## src/hw/urb_pkg.sv

```systemverilog
// Constants and carrier types of the UART receiver with break transmit.
// Overview of operation
// - Break armed after control held over divisor+1 clocks.
// - Break is start plus thirteen-multiple zero bits.
// - Break sending raises no transmit interrupt.
// - After break control clears, send two rx_stop_count_sel.
// - Nine-bit mode puts MSB in ninth-bit field.
// - Oversample sixteen per bit, shift once per bit.
// - Each bit decided by three-sample majority vote.
// - After stop bit, word moves into buffer if room.
// - Serial data shifted in LSB first.
// - Four-word FIFO; fifth word dropped when full.
// - Overrun sets flag, keeps FIFO, requests interrupt.
// - Available flag while FIFO holds data; fill count.
// - Interrupt when FIFO reaches trigger level.
// - Available cleared only by status then data read.
// - Overrun cleared by status then data read.
// - Noise stores word, sets flag, no extra interrupt.
// - Break received as framing error, zero word stored.
// - After framing error wait for high line.
// - Idle flag low from start to stop bit.
// - Framing error when any stop bit samples low.
// - Parity error on mismatch of selected parity type.
// - Receiver enable starts start-bit search.
// - Receiver rx_stop_count_sel one or two; transmitter always two.
// - Two-bit parity type plus parity on bit.
package urb_pkg;

  localparam int FIFO_DEPTH = 4;
  localparam int PTR_W = 2;
  localparam int CNT_W = 3;
  localparam logic [3:0] OVS_LAST = 4'hF;
  localparam logic [3:0] SMP_A = 4'h7;
  localparam logic [3:0] SMP_B = 4'h8;
  localparam logic [3:0] SMP_C = 4'h9;
  localparam logic [3:0] DATA8 = 4'h8;
  localparam logic [3:0] DATA9 = 4'h9;
  localparam logic [3:0] BRK_ZEROS = 4'hD;
  localparam logic [3:0] TX_RX_STOP_COUNT_SEL = 4'h2;
  localparam logic [1:0] PAR_EVEN = 2'h0;
  localparam logic [1:0] PAR_ODD = 2'h1;
  localparam logic [1:0] PAR_MARK = 2'h2;
  localparam logic [1:0] PAR_SPACE = 2'h3;
  localparam logic [2:0] SYNC_RESET = 3'h7;

  typedef enum logic [1:0] {
    RX_HUNT = 2'b00,
    RX_BITS = 2'b01
  } urb_rxst_t;

  typedef enum logic [1:0] {
    TX_IDLE = 2'b00,
    TX_LOW = 2'b01,
    TX_STOP = 2'b10
  } urb_txst_t;

  typedef struct packed {
    logic receiverOn;
    logic nineBitSel;
    logic parityOn;
    logic [1:0] parityTypeSel;
    logic rxStopCountSel;
    logic rxIntEn;
    logic [CNT_W-1:0] rxTrigLevel;
  } urb_cfg_t;

  typedef struct packed {
    logic rxAvailFlag;
    logic overrunFlag;
    logic noiseFlag;
    logic frameErrFlag;
    logic parityErrFlag;
    logic rxIdleFlag;
    logic rxNinthBit;
    logic [CNT_W-1:0] rxFillCount;
    logic [7:0] dataBufferReg;
  } urb_stat_t;

endpackage

```

## src/hw/urb_top.sv

```systemverilog
// Receiver with four-word FIFO and break-character transmitter.
`timescale 1ns/100ps
module urb_top #(
  parameter int DIV_W = 16
) (
  input wire logic clk,
  input wire logic resetn,
  input wire logic rxPin,
  input wire logic [DIV_W-1:0] baudDivisor,
  input wire urb_pkg::urb_cfg_t rxCfg,
  input wire logic statusAccess,
  input wire logic dataRead,
  input wire logic breakSendCtl,
  output logic txPin,
  output logic txIdleFlag,
  output logic rxIntReq,
  output urb_pkg::urb_stat_t rxStat
);
  import urb_pkg::*;

  typedef struct packed {
    logic [2:0] sync;
    logic line;
    logic lineHi;
    logic [DIV_W-1:0] divCnt;
    logic tick;
    urb_rxst_t rxSt;
    logic [3:0] ovs;
    logic [3:0] bitIdx;
    logic [2:0] smp;
    logic noisy;
    logic frameBad;
    logic [8:0] shift;
    logic [FIFO_DEPTH-1:0][8:0] mem;
    logic [PTR_W-1:0] rdPtr;
    logic [PTR_W-1:0] wrPtr;
    logic armed;
    urb_stat_t stat;
    logic intReq;
    urb_txst_t txSt;
    logic [3:0] txOvs;
    logic [3:0] txBit;
    logic [DIV_W:0] holdCnt;
    logic brkArmed;
    logic txOut;
    logic txIdle;
  } urb_state_t;

  urb_state_t st_r;
  urb_state_t st_nxt;

  logic maj;
  logic [3:0] nData;
  logic [3:0] lastIdx;
  logic [8:0] word;
  logic parBad;
  logic pushReq;
  logic [DIV_W:0] holdLimit;

  always_comb begin
    st_nxt = st_r;
    maj = (st_r.smp[0] & st_r.smp[1]) | (st_r.smp[0] & st_r.smp[2]) |
          (st_r.smp[1] & st_r.smp[2]);
    nData = rxCfg.nineBitSel ? DATA9 : DATA8;
    lastIdx = nData + (rxCfg.rxStopCountSel ? 4'h2 : 4'h1);
    word = rxCfg.nineBitSel ? st_r.shift : {1'b0, st_r.shift[8:1]};
    parBad = 1'b0;
    pushReq = 1'b0;
    holdLimit = {1'b0, baudDivisor} + {{DIV_W{1'b0}}, 1'b1};

    // Three-stage pin synchroniser; the line only moves when stages two and three agree.
    st_nxt.sync = {st_r.sync[1:0], rxPin};
    if (st_r.sync[2] == st_r.sync[1]) begin
      st_nxt.line = st_r.sync[2];
    end
    if (st_r.line) begin
      st_nxt.lineHi = 1'b1;
    end

    // Oversampling enable at sixteen times the bit rate.
    st_nxt.tick = 1'b0;
    if (st_r.divCnt >= baudDivisor) begin
      st_nxt.divCnt = '0;
      st_nxt.tick = 1'b1;
    end else begin
      st_nxt.divCnt = st_r.divCnt + {{(DIV_W-1){1'b0}}, 1'b1};
    end

    // Status access then data read: pop, then clear flags unless a set lands now.
    st_nxt.intReq = 1'b0;
    if (statusAccess) begin
      st_nxt.armed = 1'b1;
    end
    if (dataRead && st_r.armed) begin
      st_nxt.armed = 1'b0;
      st_nxt.stat.overrunFlag = 1'b0;
      st_nxt.stat.noiseFlag = 1'b0;
      if (st_r.stat.rxFillCount != '0) begin
        st_nxt.rdPtr = st_r.rdPtr + {{(PTR_W-1){1'b0}}, 1'b1};
        st_nxt.stat.rxFillCount = st_r.stat.rxFillCount - {{(CNT_W-1){1'b0}}, 1'b1};
      end
      if (st_nxt.stat.rxFillCount == '0) begin
        st_nxt.stat.rxAvailFlag = 1'b0;
      end
    end

    if (!rxCfg.receiverOn) begin
      st_nxt.rxSt = RX_HUNT;
      st_nxt.stat.rxIdleFlag = 1'b1;
    end else if (st_r.tick) begin
      unique case (st_r.rxSt)
        RX_HUNT: begin
          // A low line only counts as a start once it has been seen high.
          if (!st_r.line && st_r.lineHi) begin
            st_nxt.rxSt = RX_BITS;
            st_nxt.ovs = '0;
            st_nxt.bitIdx = '0;
            st_nxt.noisy = 1'b0;
            st_nxt.frameBad = 1'b0;
            st_nxt.stat.rxIdleFlag = 1'b0;
          end
        end
        RX_BITS: begin
          st_nxt.ovs = st_r.ovs + 4'h1;
          if (st_r.ovs == SMP_A) begin
            st_nxt.smp[0] = st_r.line;
          end
          if (st_r.ovs == SMP_B) begin
            st_nxt.smp[1] = st_r.line;
          end
          if (st_r.ovs == SMP_C) begin
            st_nxt.smp[2] = st_r.line;
          end
          if (st_r.ovs == OVS_LAST) begin
            st_nxt.bitIdx = st_r.bitIdx + 4'h1;
            if (!(&st_r.smp) && (|st_r.smp)) begin
              st_nxt.noisy = 1'b1;
            end
            if (st_r.bitIdx == '0) begin
              // A start that votes high was a glitch; go back to hunting.
              if (maj) begin
                st_nxt.rxSt = RX_HUNT;
                st_nxt.stat.rxIdleFlag = 1'b1;
              end
            end else if (st_r.bitIdx <= nData) begin
              st_nxt.shift = {maj, st_r.shift[8:1]};
            end else begin
              if (!maj) begin
                st_nxt.frameBad = 1'b1;
              end
              if (st_r.bitIdx == lastIdx) begin
                st_nxt.rxSt = RX_HUNT;
                st_nxt.stat.rxIdleFlag = 1'b1;
                pushReq = 1'b1;
                if (!maj || st_r.frameBad) begin
                  st_nxt.lineHi = 1'b0;
                end
              end
            end
          end
        end
        default: begin
          st_nxt.rxSt = RX_HUNT;
        end
      endcase
    end

    unique case (rxCfg.parityTypeSel)
      PAR_EVEN: parBad = ^word;
      PAR_ODD: parBad = ~(^word);
      PAR_MARK: parBad = ~word[nData[3:0] == DATA9 ? 8 : 7];
      PAR_SPACE: parBad = word[nData[3:0] == DATA9 ? 8 : 7];
    endcase

    if (pushReq) begin
      if (st_nxt.stat.rxFillCount < CNT_W'(FIFO_DEPTH)) begin
        // A break votes all zeros, so the stored word is zero by itself.
        st_nxt.mem[st_r.wrPtr] = word;
        st_nxt.wrPtr = st_r.wrPtr + {{(PTR_W-1){1'b0}}, 1'b1};
        st_nxt.stat.rxFillCount = st_nxt.stat.rxFillCount + {{(CNT_W-1){1'b0}}, 1'b1};
        st_nxt.stat.rxAvailFlag = 1'b1;
        st_nxt.stat.frameErrFlag = st_r.frameBad | ~maj;
        st_nxt.stat.parityErrFlag = rxCfg.parityOn & parBad;
        if (st_r.noisy) begin
          st_nxt.stat.noiseFlag = 1'b1;
        end
        if (rxCfg.rxIntEn && st_nxt.stat.rxFillCount == rxCfg.rxTrigLevel) begin
          st_nxt.intReq = 1'b1;
        end
      end else begin
        // The word in the shifter is lost; stored words stay untouched.
        st_nxt.stat.overrunFlag = 1'b1;
        st_nxt.intReq = rxCfg.rxIntEn;
      end
    end

    st_nxt.stat.dataBufferReg = st_nxt.mem[st_nxt.rdPtr][7:0];
    st_nxt.stat.rxNinthBit = st_nxt.mem[st_nxt.rdPtr][8];

    // Break arming: the control must outlast divisor+1 clocks while idle.
    if (breakSendCtl && st_r.txIdle) begin
      if (st_r.holdCnt <= holdLimit) begin
        st_nxt.holdCnt = st_r.holdCnt + {{DIV_W{1'b0}}, 1'b1};
      end else begin
        st_nxt.brkArmed = 1'b1;
      end
    end else begin
      st_nxt.holdCnt = '0;
    end

    if (st_r.tick) begin
      unique case (st_r.txSt)
        TX_IDLE: begin
          if (st_r.brkArmed) begin
            st_nxt.txSt = TX_LOW;
            st_nxt.txOut = 1'b0;
            st_nxt.txIdle = 1'b0;
            st_nxt.txBit = '0;
            st_nxt.txOvs = '0;
            st_nxt.brkArmed = 1'b0;
          end
        end
        TX_LOW: begin
          st_nxt.txOvs = st_r.txOvs + 4'h1;
          if (st_r.txOvs == OVS_LAST) begin
            st_nxt.txBit = st_r.txBit + 4'h1;
            if (st_r.txBit == BRK_ZEROS) begin
              if (breakSendCtl) begin
                st_nxt.txBit = 4'h1;
              end else begin
                st_nxt.txSt = TX_STOP;
                st_nxt.txOut = 1'b1;
                st_nxt.txBit = '0;
              end
            end
          end
        end
        TX_STOP: begin
          st_nxt.txOvs = st_r.txOvs + 4'h1;
          if (st_r.txOvs == OVS_LAST) begin
            st_nxt.txBit = st_r.txBit + 4'h1;
            if (st_r.txBit == TX_RX_STOP_COUNT_SEL - 4'h1) begin
              // Only the idle flag rises here; no transmit interrupt exists for breaks.
              st_nxt.txSt = TX_IDLE;
              st_nxt.txIdle = 1'b1;
            end
          end
        end
        default: begin
          st_nxt.txSt = TX_IDLE;
        end
      endcase
    end
  end

  always_ff @(posedge clk or negedge resetn) begin
    if (!resetn) begin
      st_r <= '0;
      st_r.sync <= SYNC_RESET;
      st_r.line <= 1'b1;
      st_r.stat.rxIdleFlag <= 1'b1;
      st_r.txOut <= 1'b1;
      st_r.txIdle <= 1'b1;
    end else begin
      st_r <= st_nxt;
    end
  end

  assign txPin = st_r.txOut;
  assign txIdleFlag = st_r.txIdle;
  assign rxIntReq = st_r.intReq;
  assign rxStat = st_r.stat;
endmodule

```

## config.mk

```make
export PLATFORM = sky130hd
export DESIGN_NAME = urb_top
export DESIGN_NICKNAME = d
export VERILOG_FILES = /design/src/hw/urb_pkg.sv /design/src/hw/urb_top.sv
export SDC_FILE = /design/constraint.sdc
export NUM_CORES = 1
export LEC_CHECK = 0
export BUFFER_PORTS_ARGS = -buffer_cell sky130_fd_sc_hd__buf_4
export CELL_PAD_IN_SITES_DETAIL_PLACEMENT = 1
export CELL_PAD_IN_SITES_GLOBAL_PLACEMENT = 2
export CORE_ASPECT_RATIO = 0.7
export CORE_MARGIN = 8
export CORE_UTILIZATION = 42
export CTS_BUF_LIST = sky130_fd_sc_hd__clkbuf_8
export DETAILED_ROUTE_END_ITERATION = 10
export PLACE_DENSITY = 0.94
export SLEW_MARGIN = 10
export SYNTH_ARGS = -nofsm -noshare
export SYNTH_HDL_FRONTEND = slang
export SYNTH_SLANG_ARGS = --single-unit
```

## constraint.sdc

```tcl
create_clock -name clk -period 3.2 [get_ports clk]
set_input_delay 0.32 -clock clk [delete_from_list [all_inputs] [get_ports clk]]
set_output_delay 0.32 -clock clk [all_outputs]
set_load 0.05 [all_outputs]
```

# Word level (Yosys, flattened, before mapping)
# Index checks and enable logic that the tools add are counted.
# classes
n_addsub,12
n_lt_le_gt_ge,8
n_eq_ne,37
n_mux,110
n_bitwise,11
reduce_logical,40
# ops
operator,n
$mux 36,2
$mux 1,51
$mux 9,5
$bwmux 36,1
$mux 17,2
$mux 10,3
$mux 2,15
$mux 3,9
$eq 4x4->1 const B,6
$mux 24,1
$mux 4,6
$ne 2x2->1 const B,12
$pmux 8 s3,1
$reduce_and 6->1,4
$bmux 9 s2,1
$demux 9 s2,1
$add 16x1->17 const B,1
$add 17x1->17 const B,1
$le 17x17->1,1
$add 16x1->16 const B,1
$add 4x1->4 const B,4
$ge 16x16->1,1
$mux 16,1
$pmux 8 s2,1
46 further kinds,87
# totals
register_bits,136
in_bits,32
output_inout_bits,21
wordCells,256

# Logic depth before layout (Yosys ltp)
# Gate-level depths: netlist of the first run.
# depth
ltp_word,13
ltp_mapped,15
ltp_nobuf,13

# Least setup slack after synthesis of the first run
# OpenSTA, ideal clock, no wires.
# synth_path
path_type,input port to flip-flop
start,input baudDivisor[4]
end,register st_r[18] (netlist name)
setup_ps,78
arrival_time_ps,3010
required_time_ps,3122
slack_ps,112
stages,14
path_buffers,1
path_cell_list,and3_1 and3_1 nand3_1 nor2_1 nand3_1 xnor2_1 ha_1 a21oi_1 o21a_1 o211ai_1 o311a_1 clkbuf_1 or4_1 a21oi_1
# synth_between
elab_chain_cells,3
# synth_rtl
item,line_no,text
"start, declared",urb_top.sv:9,"input wire logic [DIV_W-1:0] baudDivisor,"
$add 16x1->17,urb_top.sv:69,"holdLimit = {1'b0, baudDivisor} + {{DIV_W{1'b0}}, 1'b1};"
$le 17x17->1,urb_top.sv:202,if (st_r.holdCnt <= holdLimit) begin
$ne 2x1->1 (no source line),-,
"end signal, assigned",urb_top.sv:265,st_r <= st_nxt;
"end, declared",urb_top.sv:49,urb_state_t st_r;
# Every way passes these cells.
# A chain may end at the register's enable or synchronous reset.

==> results of run 1 <==
## how the worst max path moves through the flow
stage | startpoint | end | slack, ns | cells past startpoint
global route | baudDivisor[4] | st_r[12]$_DFFE_PN0P_ | 0.06 | 15
CTS | baudDivisor[4] | st_r[8]$_DFFE_PN0P_ | 0.24 | 15
finish | rxStat[8]$_DFF_PN0_ | rxStat[1]$_DFF_PN0_ | 0.26 | 8
floorplan | baudDivisor[4] | st_r[18]$_DFFE_PN0P_ | 0.11 | 14
global placement | baudDivisor[4] | st_r[8]$_DFFE_PN0P_ | -0.13 | 15
detailed placement | baudDivisor[4] | st_r[8]$_DFFE_PN0P_ | -0.24 | 15
## kinds of logic after synthesis
logic type	after synthesis	synth area share
buf+inv	87	0.05129
xor+xnor	49	0.05830
mux	73	0.1185
simple gates	210	0.1424
fa+ha+maj	61	0.09653
flops	135	0.4312
compound gates	131	0.1018
## state kept, by name (all words and copies together), names as in the netlist
| register | flops |
|---|---|
| txIdleFlag | 1 |
| txPin | 1 |
| rxIntReq | 1 |
| st_nxt | 2 |
| rxStat | 18 |
| st_r | 112 |
## where the power goes
group | total (mW) | leakage, nW | internal [mW] | switching, mW
logic | 0.743 | 2.28 | 0.312 | 0.431
clock network | 1.34 | 0.194 | 0.690 | 0.652
registers | 2.00 | 1.82 | 1.83 | 0.164
## cell type report
class	instances	area, um^2
timing repair buffer	76	589.3
sequential	135	3387
multi-input combinational	524	4066
tap	242	302.8
fill	2059	9711
inverter	49	183.9
clock buffer	18	247.7
clock inverter	12	115.1
## routing by layer
| metal | GRT usage | vias up | wire length, um |
|---|---|---|---|
| li1 | - | 2741 | - |
| met1 | 0.2391 | 2828 | 9635 |
| met2 | 0.2710 | 81 | 8513 |
| met3 | 0.03702 | 17 | 555 |
| met4 | 0.03713 | 0 | 162 |
| met5 | 0 | - | 0 |
## stage by stage
step	util	power (mW)	TNS (ns)
6_report	0.4780	4.081	0
5_1_grt	0.4780	4.336	0
4_1_cts	0.4779	4.144	0
3_5_place_dp	0.4579	2.777	-2.255
3_3_place_gp	0.4579	2.727	-0.8514
2_1_floorplan	-	2.492	0
## critical path: cells and delay by family (launching register included)
kind	cells	cell delay, ns
and+or+nand+nor	2	0.52
buffers and inverters	2	0.34
muxes	3	1.26
adders and majority gates	1	0.23
DFF	1	0.43
## timing repair
item,CTS,global route
hold buffers,1,0
endpoints found under the hold margin,1,0
buffers inserted,0,0
resized for setup,0,1
endpoints found under the setup margin,0,1
## cells in the mapped netlist, types with 3 or more instances
cell type,n,area share
sky130_fd_sc_hd__a21o_1,3,0.0029
sky130_fd_sc_hd__a21oi_1,48,0.031
sky130_fd_sc_hd__a22o_1,4,0.0045
sky130_fd_sc_hd__a31oi_1,5,0.0040
sky130_fd_sc_hd__and2_1,7,0.0056
sky130_fd_sc_hd__and3_1,20,0.016
sky130_fd_sc_hd__buf_4,20,0.019
sky130_fd_sc_hd__clkbuf_1,17,0.0081
sky130_fd_sc_hd__dfrtp_1,128,0.41
sky130_fd_sc_hd__dfstp_2,7,0.023
sky130_fd_sc_hd__ha_1,59,0.094
sky130_fd_sc_hd__inv_1,49,0.023
sky130_fd_sc_hd__mux2_2,54,0.077
sky130_fd_sc_hd__mux2i_1,9,0.011
sky130_fd_sc_hd__mux4_1,7,0.023
sky130_fd_sc_hd__nand2_1,56,0.027
sky130_fd_sc_hd__nand2b_1,6,0.0048
sky130_fd_sc_hd__nand3_1,37,0.024
sky130_fd_sc_hd__nand4_1,12,0.0096
sky130_fd_sc_hd__nor2_1,33,0.016
sky130_fd_sc_hd__nor2b_1,5,0.0040
sky130_fd_sc_hd__nor3_1,8,0.0051
sky130_fd_sc_hd__nor3b_1,5,0.0048
sky130_fd_sc_hd__nor4_4,4,0.011
sky130_fd_sc_hd__o211ai_1,6,0.0057
sky130_fd_sc_hd__o21a_1,3,0.0029
sky130_fd_sc_hd__o21ai_0,41,0.026
sky130_fd_sc_hd__o31ai_1,6,0.0057
sky130_fd_sc_hd__or3_1,3,0.0024
sky130_fd_sc_hd__or4_1,7,0.0067
sky130_fd_sc_hd__xnor2_1,34,0.038
sky130_fd_sc_hd__xor2_1,12,0.013
==> results.txt, run 1 <==
The flow ran to the end, but the final reports show violations. The checks that failed: hold timing. In this run the worst hold path is classified as in -> async. TritonCTS built the clock tree.

The proportion of synthesized chip area in sequential cells is 0.4312. Among all flip-flop cells after synthesis, the most frequent one is sky130_fd_sc_hd__dfrtp_1. The final hold violation count was 8. The max-slew violation total from the final report came out at 0.

The data arrival time at the worst-slack endpoint is 3.23 ns. The first TritonRoute pass finished after 4 iterations. At the pin with the least slew margin, the transition time is 0.9644 ns. The worst-case register-to-register setup slack is 0.26 ns. The final instance area is 8892 um^2. The number of clock buffers inserted by TritonCTS came out at 17. On the final layout, the worst hold slack is -0.008497 ns. The H-tree depth is 4. The post-route worst setup slack is 0.2649 ns.

The required time of the critical path came out at 3.50 ns. The max-capacitance violation count is 0. The final weighted congestion in routability-driven placement is 0.8224. The die covers 23,400 um^2. The post-CTS clock slew at the launch and capture registers of the worst setup and hold paths came out at 0.08 ns. The layout overhead on the synthesized area came out at 13.20%.

The overall global routing resource usage came out at 0.1712. Of the cells placed in the final design, the portion with a size suffix greater than 1 is 0.2150. The peak per-stage delay on the critical path came out at 0.51 ns. The via count of the first global-routing pass came out at 6,126.

When the netlist entered floorplanning its net count stood at 837. The remaining antenna violation count after routing came out at 0. The top-level I/O count came out at 53.

The worst ir drop on vdd came out at 0.3650 mV. The worst-case reg-to-reg path depth came out at 8. The netlist area before placement is 7855 um^2. The floorplan row count came out at 42. The global-route wire length before repair is 32.44 mm. The initial core utilization is 0.4222. The number of port buffers is 52.

Traced cell by cell, the critical path runs through inv_1 > ha_1 > nand3_1 > mux2_4 > nor4_4 > buf_4 > mux2_2 > mux4_1. Setup repair after global routing left no endpoint under its margin. Across the routed clock network, the largest skew measured is 0.01399 ns. Setup violations remaining at the end of the flow were counted as 0. The minimum period implied by the final worst setup slack came out at 2.935 ns. The antenna diode instance count came out at 0. The overall die width is 179.5 um. The worst setup path is launched from a flop. At the placement stage, the worst setup path has a slack of -0.2390 ns.

For this design the static power due to leakage is 4.295 nW. No sink is reached through more buffers than the 2 on the longest clock path. The power density over the cells came out at 458.9 nW/um^2. Of the available clock period, the critical path in the final layout requires 0.9172. The startpoint identified for the worst register-to-register timing path is rxStat[8]$_DFF_PN0_. The number of standard cells after synthesis came out at 746. Leaving out fill and tap cells, the most frequent cells in the layout are sky130_fd_sc_hd__dfrtp_1, sky130_fd_sc_hd__buf_4, sky130_fd_sc_hd__ha_1. The cell at the root of the clock tree is sky130_fd_sc_hd__clkbuf_8. The endpoint identified for the worst register-to-register timing path is rxStat[1]$_DFF_PN0_.

The peak fanout along the critical path came out at 7. In the synthesized netlist the async set-or-reset flop fraction comes to 1.000. The number of antenna violations at the first check in global routing came out at 0. The critical path in this run is classified as reg -> reg.

The final wirelength is 18.87 mm. The first routing iteration left 379 violations. The non-filler instance count after layout is 1,056. The count of clock tree sinks came out at 135. Derived from the worst setup path, the maximum achievable clock frequency is 340.7 MHz.

The number of flops mapped to enable cells by yosys is 0. The total half-perimeter wirelength after legalization and detailed placement came out at 13.98 mm. In this run the cell area measured after placement is 8518 um^2. The core box area came out at 18,600 um^2.

The tightest slew margin relative to the limit came out at 0.3571. After detailed routing, the number of vias per cell comes to 5.366. The post-synthesis cell type count is 58. The routed wire length per instance is 17.87 um. Leaving out fill and tap cells, the most frequent cell in the layout is sky130_fd_sc_hd__dfrtp_1.

After synthesis the netlist holds a flip-flop and latch count of 135. The overall overflow remaining after global route came out at 0. The instance count after placement with tap cells included came out at 1,025.

For this run, the number of Yosys warnings is 0. The count of vias placed by the detailed router is 5,667. The overall die height came out at 130.4 um. The detailed-route DRC error count came out at 0. Clock latency on the worst-skew pair, taken at its later pin, is 0.44 ns. The number of nets in the layout came out at 894.

The worst setup path is captured at a flop. The mean area per synthesized cell is 10.53 um^2. The largest net degree at the start of global routing came out at 102. The cell with the largest stage delay on the worst path is sky130_fd_sc_hd__mux4_1.
Note: power is estimated with default switching activity, not from simulation.
==> run 2: changes to the inputs <==
- CORE_UTILIZATION: 42 -> 38
- PLACE_DENSITY: 0.94 -> 0.9
- clock period: 3.2 -> 2.4 ns (I/O delays scaled with it)
==> run 2 against run 1 <==
Combinational power is 59% higher. First-iteration DRC count is 18% lower. Via count is 6.6% higher. Hold slack better by 0.045 ns. Register-to-register slack worse by 0.49 ns. The flow finishes with violations (setup timing). Sequential share of layout area is 4.6 points lower. Core utilization is 1.6 points higher.
==> results.txt, run 2 (synthesis results as in run 1) <==
The data arrival time at the worst-slack endpoint is 3.00 ns (-0.23 ns). The layout overhead on the synthesized area came out at 28.93%. The count of clock tree sinks came to 135 (unchanged). The overall die width is 187.8 um (+4.7%). The cell with the largest stage delay on the worst path is sky130_fd_sc_hd__o311a_4.

STA classifies the critical path startpoint as a primary input. The critical path buffer and inverter count was 4 (+2). The core box area was 20,480 um^2 (+10%). The number of nets in the layout came out at 962 (+7.6%).

The via count of the first global-routing pass was 6,576 (+7.3%). The leakage power total was 4.744 nW (+10%). The worst setup path is captured at a flop. The die area is 25,600 um^2 (+9.4%). The max-capacitance violation count is 0 (unchanged). The starting DRC count in detailed routing came out at 310 (-18%). The tightest slew margin relative to the limit is 0.5406 (+0.1835). The final weighted congestion in routability-driven placement is 0.7697 (-6.4%). Setup repair after global routing could not meet its margin everywhere. The number of antenna violations at the first check in global routing came to 0 (unchanged). The top register by number of flip-flops is st_r. The worst hold path class is in -> reg.

The checks that failed: setup timing. The required time of the critical path came out at 2.78 ns (-0.72 ns). The antenna diode instance count came out at 0 (unchanged).

The overall die height is 136.3 um (+4.5%). The largest net degree at the start of global routing is 58 (-43%). The routed wire length per instance is 18.78 um (+5.1%). The floorplan row count came out at 44 (+4.8%).

The peak per-stage delay on the critical path is 0.46 ns (-0.05 ns). The worst ir drop on vdd came out at 0.4059 mV (+11%). The remaining antenna violation count after routing is 0 (unchanged). The total power of the final layout came out at 5.990 mW (+47%). The number of stages on the worst hold path is 3. The top-level I/O count came out at 53 (unchanged). The worst-case reg-to-reg path depth came out at 9 (+1). The total half-perimeter wirelength after legalization and detailed placement is 15.41 mm (+10%).

The source-to-sink clock delay at the later pin of the worst-skew pair came out at 0.46 ns (+0.02 ns). The cell at the root of the clock tree is sky130_fd_sc_hd__clkbuf_8. The post-detailed-route via-to-cell ratio was 5.206 (-3.0%).

The fraction of layout instances using a drive strength above 1 came out at 0.3575 (+0.1425). The post-route clock period utilization is 1.093. The achievable clock frequency came out at 381.3 MHz. The detailed-route DRC error count came out at 0 (unchanged). In this run the critical register-to-register path is captured at rxStat[2]$_DFF_PN0_. The global-route wire length before repair is 35.82 mm (+10%). The number of flip-flops under the largest register name came out at 112 (unchanged). Traced cell by cell, the critical path runs through buf_6 > and3_4 > and3_4 > nand4_1 > buf_4 > nor2_2 > xnor2_1 > ha_1 > nand4_1 > buf_4 > a311oi_2 > o311a_4 > buf_12 > or4_4 > a21oi_2.

Counting I/O delays and the setup requirement, the final critical path takes 2.622 ns. The final hold violation count is 0 (-8). TritonCTS built the clock tree. The worst reg2reg path startpoint is st_r[104]$_DFFE_PN0P_. The flow ran to the end, but the final reports show violations.

The post-CTS clock slew at the launch and capture registers of the worst setup and hold paths came to 0.08 ns (about the same). The critical path is of the in -> reg type. The max-slew violation total from the final report is 0 (unchanged). The actual transition at the worst max-transition pin is 0.6884 ns (-0.2760 ns). The total of endpoints with negative setup slack in the final report was 25 (+25). The peak fanout along the critical path is 7 (unchanged). The final wirelength came to 21.78 mm (+15%).

The overall global routing resource usage was 0.1750 (+0.003768). The worst-case clock buffer depth came to 2 (unchanged). The worst clock skew on the final layout came to 0.01466 ns (+0.0006676 ns). The number of port buffers is 52 (unchanged). The first-pass iteration count of the detailed router is 4 (unchanged). The path with the worst hold slack has its endpoint at st_r[49]$_DFFE_PN0P_.

Grouping stages by cell kind, the critical path spends the most delay in simple AND/OR/NAND/NOR gates. The count of vias placed by the detailed router came out at 6,039 (+6.6%). The library cells used most frequently in the layout, excluding fill and tap cells, are sky130_fd_sc_hd__dfrtp_1, sky130_fd_sc_hd__buf_4, sky130_fd_sc_hd__ha_1. The sum of negative setup slack came to -3.568 ns (-3.568 ns). The power density over the cells came out at 591.5 nW/um^2 (+29%).

The number of clock buffers inserted by TritonCTS is 17 (unchanged). The most frequent standard cell in the layout excluding fill and tap cells is sky130_fd_sc_hd__dfrtp_1. The H-tree depth came out at 4 (unchanged). The overall overflow remaining after global route was 0 (unchanged). The post-route worst setup slack is -0.2223 ns (-0.4873 ns).

The worst hold path begins at statusAccess. The initial core utilization is 0.3836 (-0.03870). The worst-case register-to-register setup slack is -0.22 ns (-0.49 ns).
run 2: how the worst max path moves through the flow:
| stage | from | to | slack [ns] | cells after the start |
|---|---|---|---|---|
| floorplan | baudDivisor[4] | st_r[18]$_DFFE_PN0P_ | -0.29 | 14 |
| global placement | baudDivisor[4] | st_r[16]$_DFFE_PN0P_ | -0.56 | 15 |
| detailed placement | baudDivisor[4] | st_r[16]$_DFFE_PN0P_ | -0.69 | 15 |
| CTS | st_r[104]$_DFFE_PN0P_ | rxStat[5]$_DFF_PN0_ | -0.21 | 9 |
| global route | baudDivisor[4] | st_r[19]$_DFFE_PN0P_ | -0.33 | 15 |
| finish | baudDivisor[4] | st_r[16]$_DFFE_PN0P_ | -0.22 | 15 |
run 2: repair_timing:
item                       CTS  global route
buffers inserted             7             9
pin swaps                   20            17
hold endpoints to repair    56             0
setup endpoints to repair   26            36
hold buffers                 2             0
cloned                       4             0
gates resized for setup     51            57
run 2: layout make-up:
| class | instances | area [um^2] |
|---|---|---|
| repair buffers | 144 | 1289 |
| clock buffers | 21 | 289.0 |
| clock inverters | 11 | 168.9 |
| multi-input cells | 524 | 4464 |
| well taps | 276 | 345.3 |
| flip-flops and latches | 135 | 3387 |
| fillers | 2252 | 10350 |
| inverters | 49 | 183.9 |
run 2: worst min-delay path, cell delays in order:
cell,delay (ns)
sky130_fd_sc_hd__buf_4,0.11
sky130_fd_sc_hd__inv_1,0.04
sky130_fd_sc_hd__mux2i_1,0.06
run 2: power by group:
part,internal [mW],switching (mW),total (mW)
logic,0.523,0.656,1.18
clock network,1.24,0.934,2.18
registers,2.44,0.190,2.63
run 2: metal layers:
| metal | share of wire | global-route usage | vias to the layer above |
|---|---|---|---|
| met2 | 0.46 | 0.2741 | 100 |
| met1 | 0.48 | 0.2387 | 3027 |
| li1 | - | - | 2885 |
| met5 | 0 | 0 | - |
| met3 | 0.039 | 0.04229 | 27 |
| met4 | 0.016 | 0.04930 | 0 |
run 2: metrics by stage:
step                cell area (um^2)  hold WS [ns]    util  std cells  setup WS, ns
floorplan                       7955      -0.05559       -        746       -0.2916
global placement                9114        0.2560  0.4450       1109       -0.5621
detailed placement              9114        0.2604  0.4450       1109       -0.6949
CTS                             9881       0.01261  0.4825       1154       -0.2097
global route                   10130       0.03322  0.4945       1160       -0.3307
finish                         10130       0.03628  0.4945       1160       -0.2223
==> run 3: changes to the inputs <==
- CORE_MARGIN: 8 -> 2
- CTS_BUF_LIST: sky130_fd_sc_hd__clkbuf_8 -> sky130_fd_sc_hd__clkbuf_4 sky130_fd_sc_hd__clkbuf_8
- RECOVER_POWER: not set -> 50
==> run 3 against run 2 <==
Cell area down 2.4%. Cell count shrank 0.34%. Critical endpoint is now rxStat[2]$_DFF_PN0_. Highest routed layer unchanged. Hold slack improved by 0.016 ns. Non-clock buffer count increased by 3. The flow finishes with violations (capacitance limit, slew limit, setup timing). Routed wire length decreased by 2.2%. Fmax fell by 1.1%.
==> results.txt, run 3 (synthesis results as in run 1) <==
In this run the most critical hold path is launched from rxCfg[7]. The critical path buffer and inverter count was 3 (-1). The max-capacitance violation count came out at 1 (+1). The power density over the cells came out at 579.2 nW/um^2 (-2.1%). The number of clock buffers inserted by TritonCTS came to 17 (unchanged). The worst-case clock buffer depth came out at 2 (unchanged). The post-detailed-route via-to-cell ratio came out at 5.263 (+1.1%). The detailed-route DRC error count came out at 0 (unchanged).

The initial core utilization came out at 0.3925 (+0.008920). The top cell types in the final layout, fill and taps aside, are sky130_fd_sc_hd__dfrtp_1, sky130_fd_sc_hd__buf_4, sky130_fd_sc_hd__ha_1. The end-of-flow core utilization came out at 0.4941 (about the same). The core box area came out at 20,010 um^2 (-2.3%).

The count of clock tree sinks came out at 135 (unchanged). The total half-perimeter wirelength after legalization and detailed placement was 14.76 mm (-4.2%). The post-CTS clock slew at the launch and capture registers of the worst setup and hold paths is 0.08 ns (about the same). The number of antenna violations at the first check in global routing is 0 (unchanged). The max-slew violation total from the final report came out at 68 (+68). The worst clock skew on the final layout came out at 0.02003 ns (+0.005367 ns).

The count of vias placed by the detailed router is 6,084 (+0.75%). The actual transition at the worst max-transition pin came out at 1.700 ns (+1.012 ns). The number of flip-flops under the largest register name came out at 112 (unchanged). The worst-case register-to-register setup slack came out at -0.25 ns (-0.03 ns). The total net switching power is 1.796 mW (+0.90%).

The highest routed metal layer is met4. The cell sitting at the root of the clock tree is a sky130_fd_sc_hd__clkbuf_8. The data arrival time at the worst-slack endpoint was 2.97 ns (-0.03 ns).

The fraction of layout instances using a drive strength above 1 is 0.3330 (-0.02451). The flow ran to the end, but the final reports show violations. The worst register-to-register path begins at st_r[104]$_DFFE_PN0P_. The critical path launch point type is a flop. The via count of the first global-routing pass came out at 6,420 (-2.4%).

The relative contribution of combinational cells to total power was 0.206 (+0.009). Leaving out fill and tap cells, the most frequent cell in the layout is sky130_fd_sc_hd__dfrtp_1. The overall die width came out at 175.8 um (-6.4%).

The number of nets in the layout is 965 (+0.31%). The number of port buffers is 52 (unchanged). The starting DRC count in detailed routing is 240 (-23%).

The required time of the critical path came to 2.72 ns (-0.06 ns). Setup repair after global routing could not meet its margin everywhere. The post-route clock period utilization was 1.105 (+0.01186). The filler cell count is 2,215 (-1.6%).

The final instance area came out at 9888 um^2 (-2.4%). The minimum period implied by the final worst setup slack came to 2.651 ns (+0.02847 ns). The final hold slack is 0.05187 ns (+0.01559 ns). The worst-case reg-to-reg path depth came out at 9 (unchanged). The source-to-sink clock delay at the later pin of the worst-skew pair is 0.46 ns (about the same). In this run the worst setup path begins at st_r[104]$_DFFE_PN0P_. TritonCTS built the clock tree. The die area was 21,860 um^2 (-15%). The tightest slew margin relative to the limit is -0.1333 (-0.6739). The worst hold path terminates at rxStat[13]$_DFFE_PN0P_. The sort of element at the end of the critical path is a flop. The worst ir drop on vdd is 0.4269 mV (+5.2%).

The critical setup path kind is reg -> reg. The routed wire length per instance came out at 18.42 um (-1.9%). The total of endpoints with negative setup slack in the final report is 26 (+4.0%).

Walking the worst path, the cells encountered are inv_2 > ha_1 > nor2_2 > o31ai_4 > nor4_4 > buf_4 > clkbuf_16 > mux2_4 > mux4_2. The antenna diode instance count was 0 (unchanged). The overall overflow remaining after global route is 0 (unchanged). The instance area at placement came out at 9079 um^2 (-0.38%). The global-route wire length before repair is 34.47 mm (-3.8%). The number of stages on the worst hold path came out at 2 (-1). The design internal power is 3.931 mW (-6.6%). The instance count after placement with tap cells included is 1,101 (-0.72%).

The final hold violation count came out at 0 (unchanged). The checks that failed: capacitance limit, slew limit, setup timing. Grouping stages by cell kind, the critical path spends the most delay in multiplexers. The non-filler instance count after layout came to 1,156 (-0.34%).

The wire length on met3 is 780 um (-9.0%). The top-level I/O count came out at 53 (unchanged). The overall die height came out at 124.3 um (-8.8%). The largest net degree at the start of global routing is 68 (+17%).

The total length of routed met2 wires is 9.536 mm (-5.6%). The H-tree depth came out at 4 (unchanged). The relative contribution of the clock network to total power came out at 0.335 (-0.029). The floorplan row count came out at 43 (-2.3%).

The peak fanout along the critical path is 5 (-2). The slowest stage of the critical path belongs to the cell sky130_fd_sc_hd__o31ai_4. The final weighted congestion in routability-driven placement is 0.7958 (+3.4%). The proportion of power drawn by flip-flops and latches is 0.459 (+0.020). The worst register-to-register path ends at rxStat[2]$_DFF_PN0_. The top register by number of flip-flops is st_r.

The layout overhead on the synthesized area is 25.88%. The peak per-stage delay on the critical path is 0.52 ns (+0.06 ns). The proportion of total power due to net switching was 0.3136 (+0.01640). The post-route worst setup slack came out at -0.2508 ns (-0.02847 ns). The total routed wire length on the met1 layer is 10.73 mm (+2.5%). The worst slack after detailed placement is -0.7231 ns (-0.02813 ns).

The first-pass iteration count of the detailed router is 6 (+2). The final wirelength is 21.30 mm (-2.2%). The worst hold path class is in -> reg. The overall global routing resource usage came out at 0.1978 (+0.02283).

The achievable clock frequency came out at 377.2 MHz (-1.1%). The remaining antenna violation count after routing is 0 (unchanged). The leakage power total is 4.662 nW (-1.7%).
==> run 3: how the worst max path moves through the flow <==
stage | end | slack, ns | cells after the start
2_1_floorplan | st_r[18]$_DFFE_PN0P_ | -0.29 | 14
6_report | rxStat[2]$_DFF_PN0_ | -0.25 | 9
4_1_cts | st_r[16]$_DFFE_PN0P_ | -0.17 | 15
3_5_place_dp | st_r[18]$_DFFE_PN0P_ | -0.72 | 15
5_1_grt | rxStat[2]$_DFF_PN0_ | -0.33 | 9
3_3_place_gp | st_r[19]$_DFFE_PN0P_ | -0.59 | 15
==> run 3: what timing repair did <==
item                                    CTS  global route
resized for setup                        36            38
hold endpoints to repair                 64             0
endpoints found under the setup margin   24            30
pin swaps                                11            13
buffers inserted                          7            11
hold buffers                              4             0
gates cloned                              3             1
==> run 3: routing by layer <==
layer  track usage  up-vias
met2        0.2937      101
met4       0.04570        0
met1        0.2933     3085
li1              -     2879
met5             0        -
met3       0.04457       19
==> run 3: layout make-up <==
cell class	instances	area, um^2	area share
multi-input combinational	524	4344	0.4393
sequential	135	3387	0.3425
timing repair buffer	147	1247	0.1262
tap	270	337.8	0.03416
clock buffer	19	261.5	0.02645
inverter	49	183.9	0.01860
clock inverter	12	126.4	0.01278
==> run 3: power groups by stage <==
stage / clock network [mW] / registers, mW / logic [mW]
after detailed placement: 0 / 2.67 / 1.11
after global routing: 2.06 / 2.66 / 1.33
after floorplan: 0 / 2.64 / 0.687
after global placement: 0 / 2.66 / 1.05
after CTS: 1.97 / 2.63 / 1.15
final: 1.92 / 2.63 / 1.18
==> run 3: through the flow <==
stage               total power, mW  TNS [ns]
floorplan                     3.325    -6.049
detailed placement            3.775    -12.35
CTS                           5.747    -2.541
finish                        5.727    -3.956
global placement              3.715    -10.14
global route                  6.050    -11.84
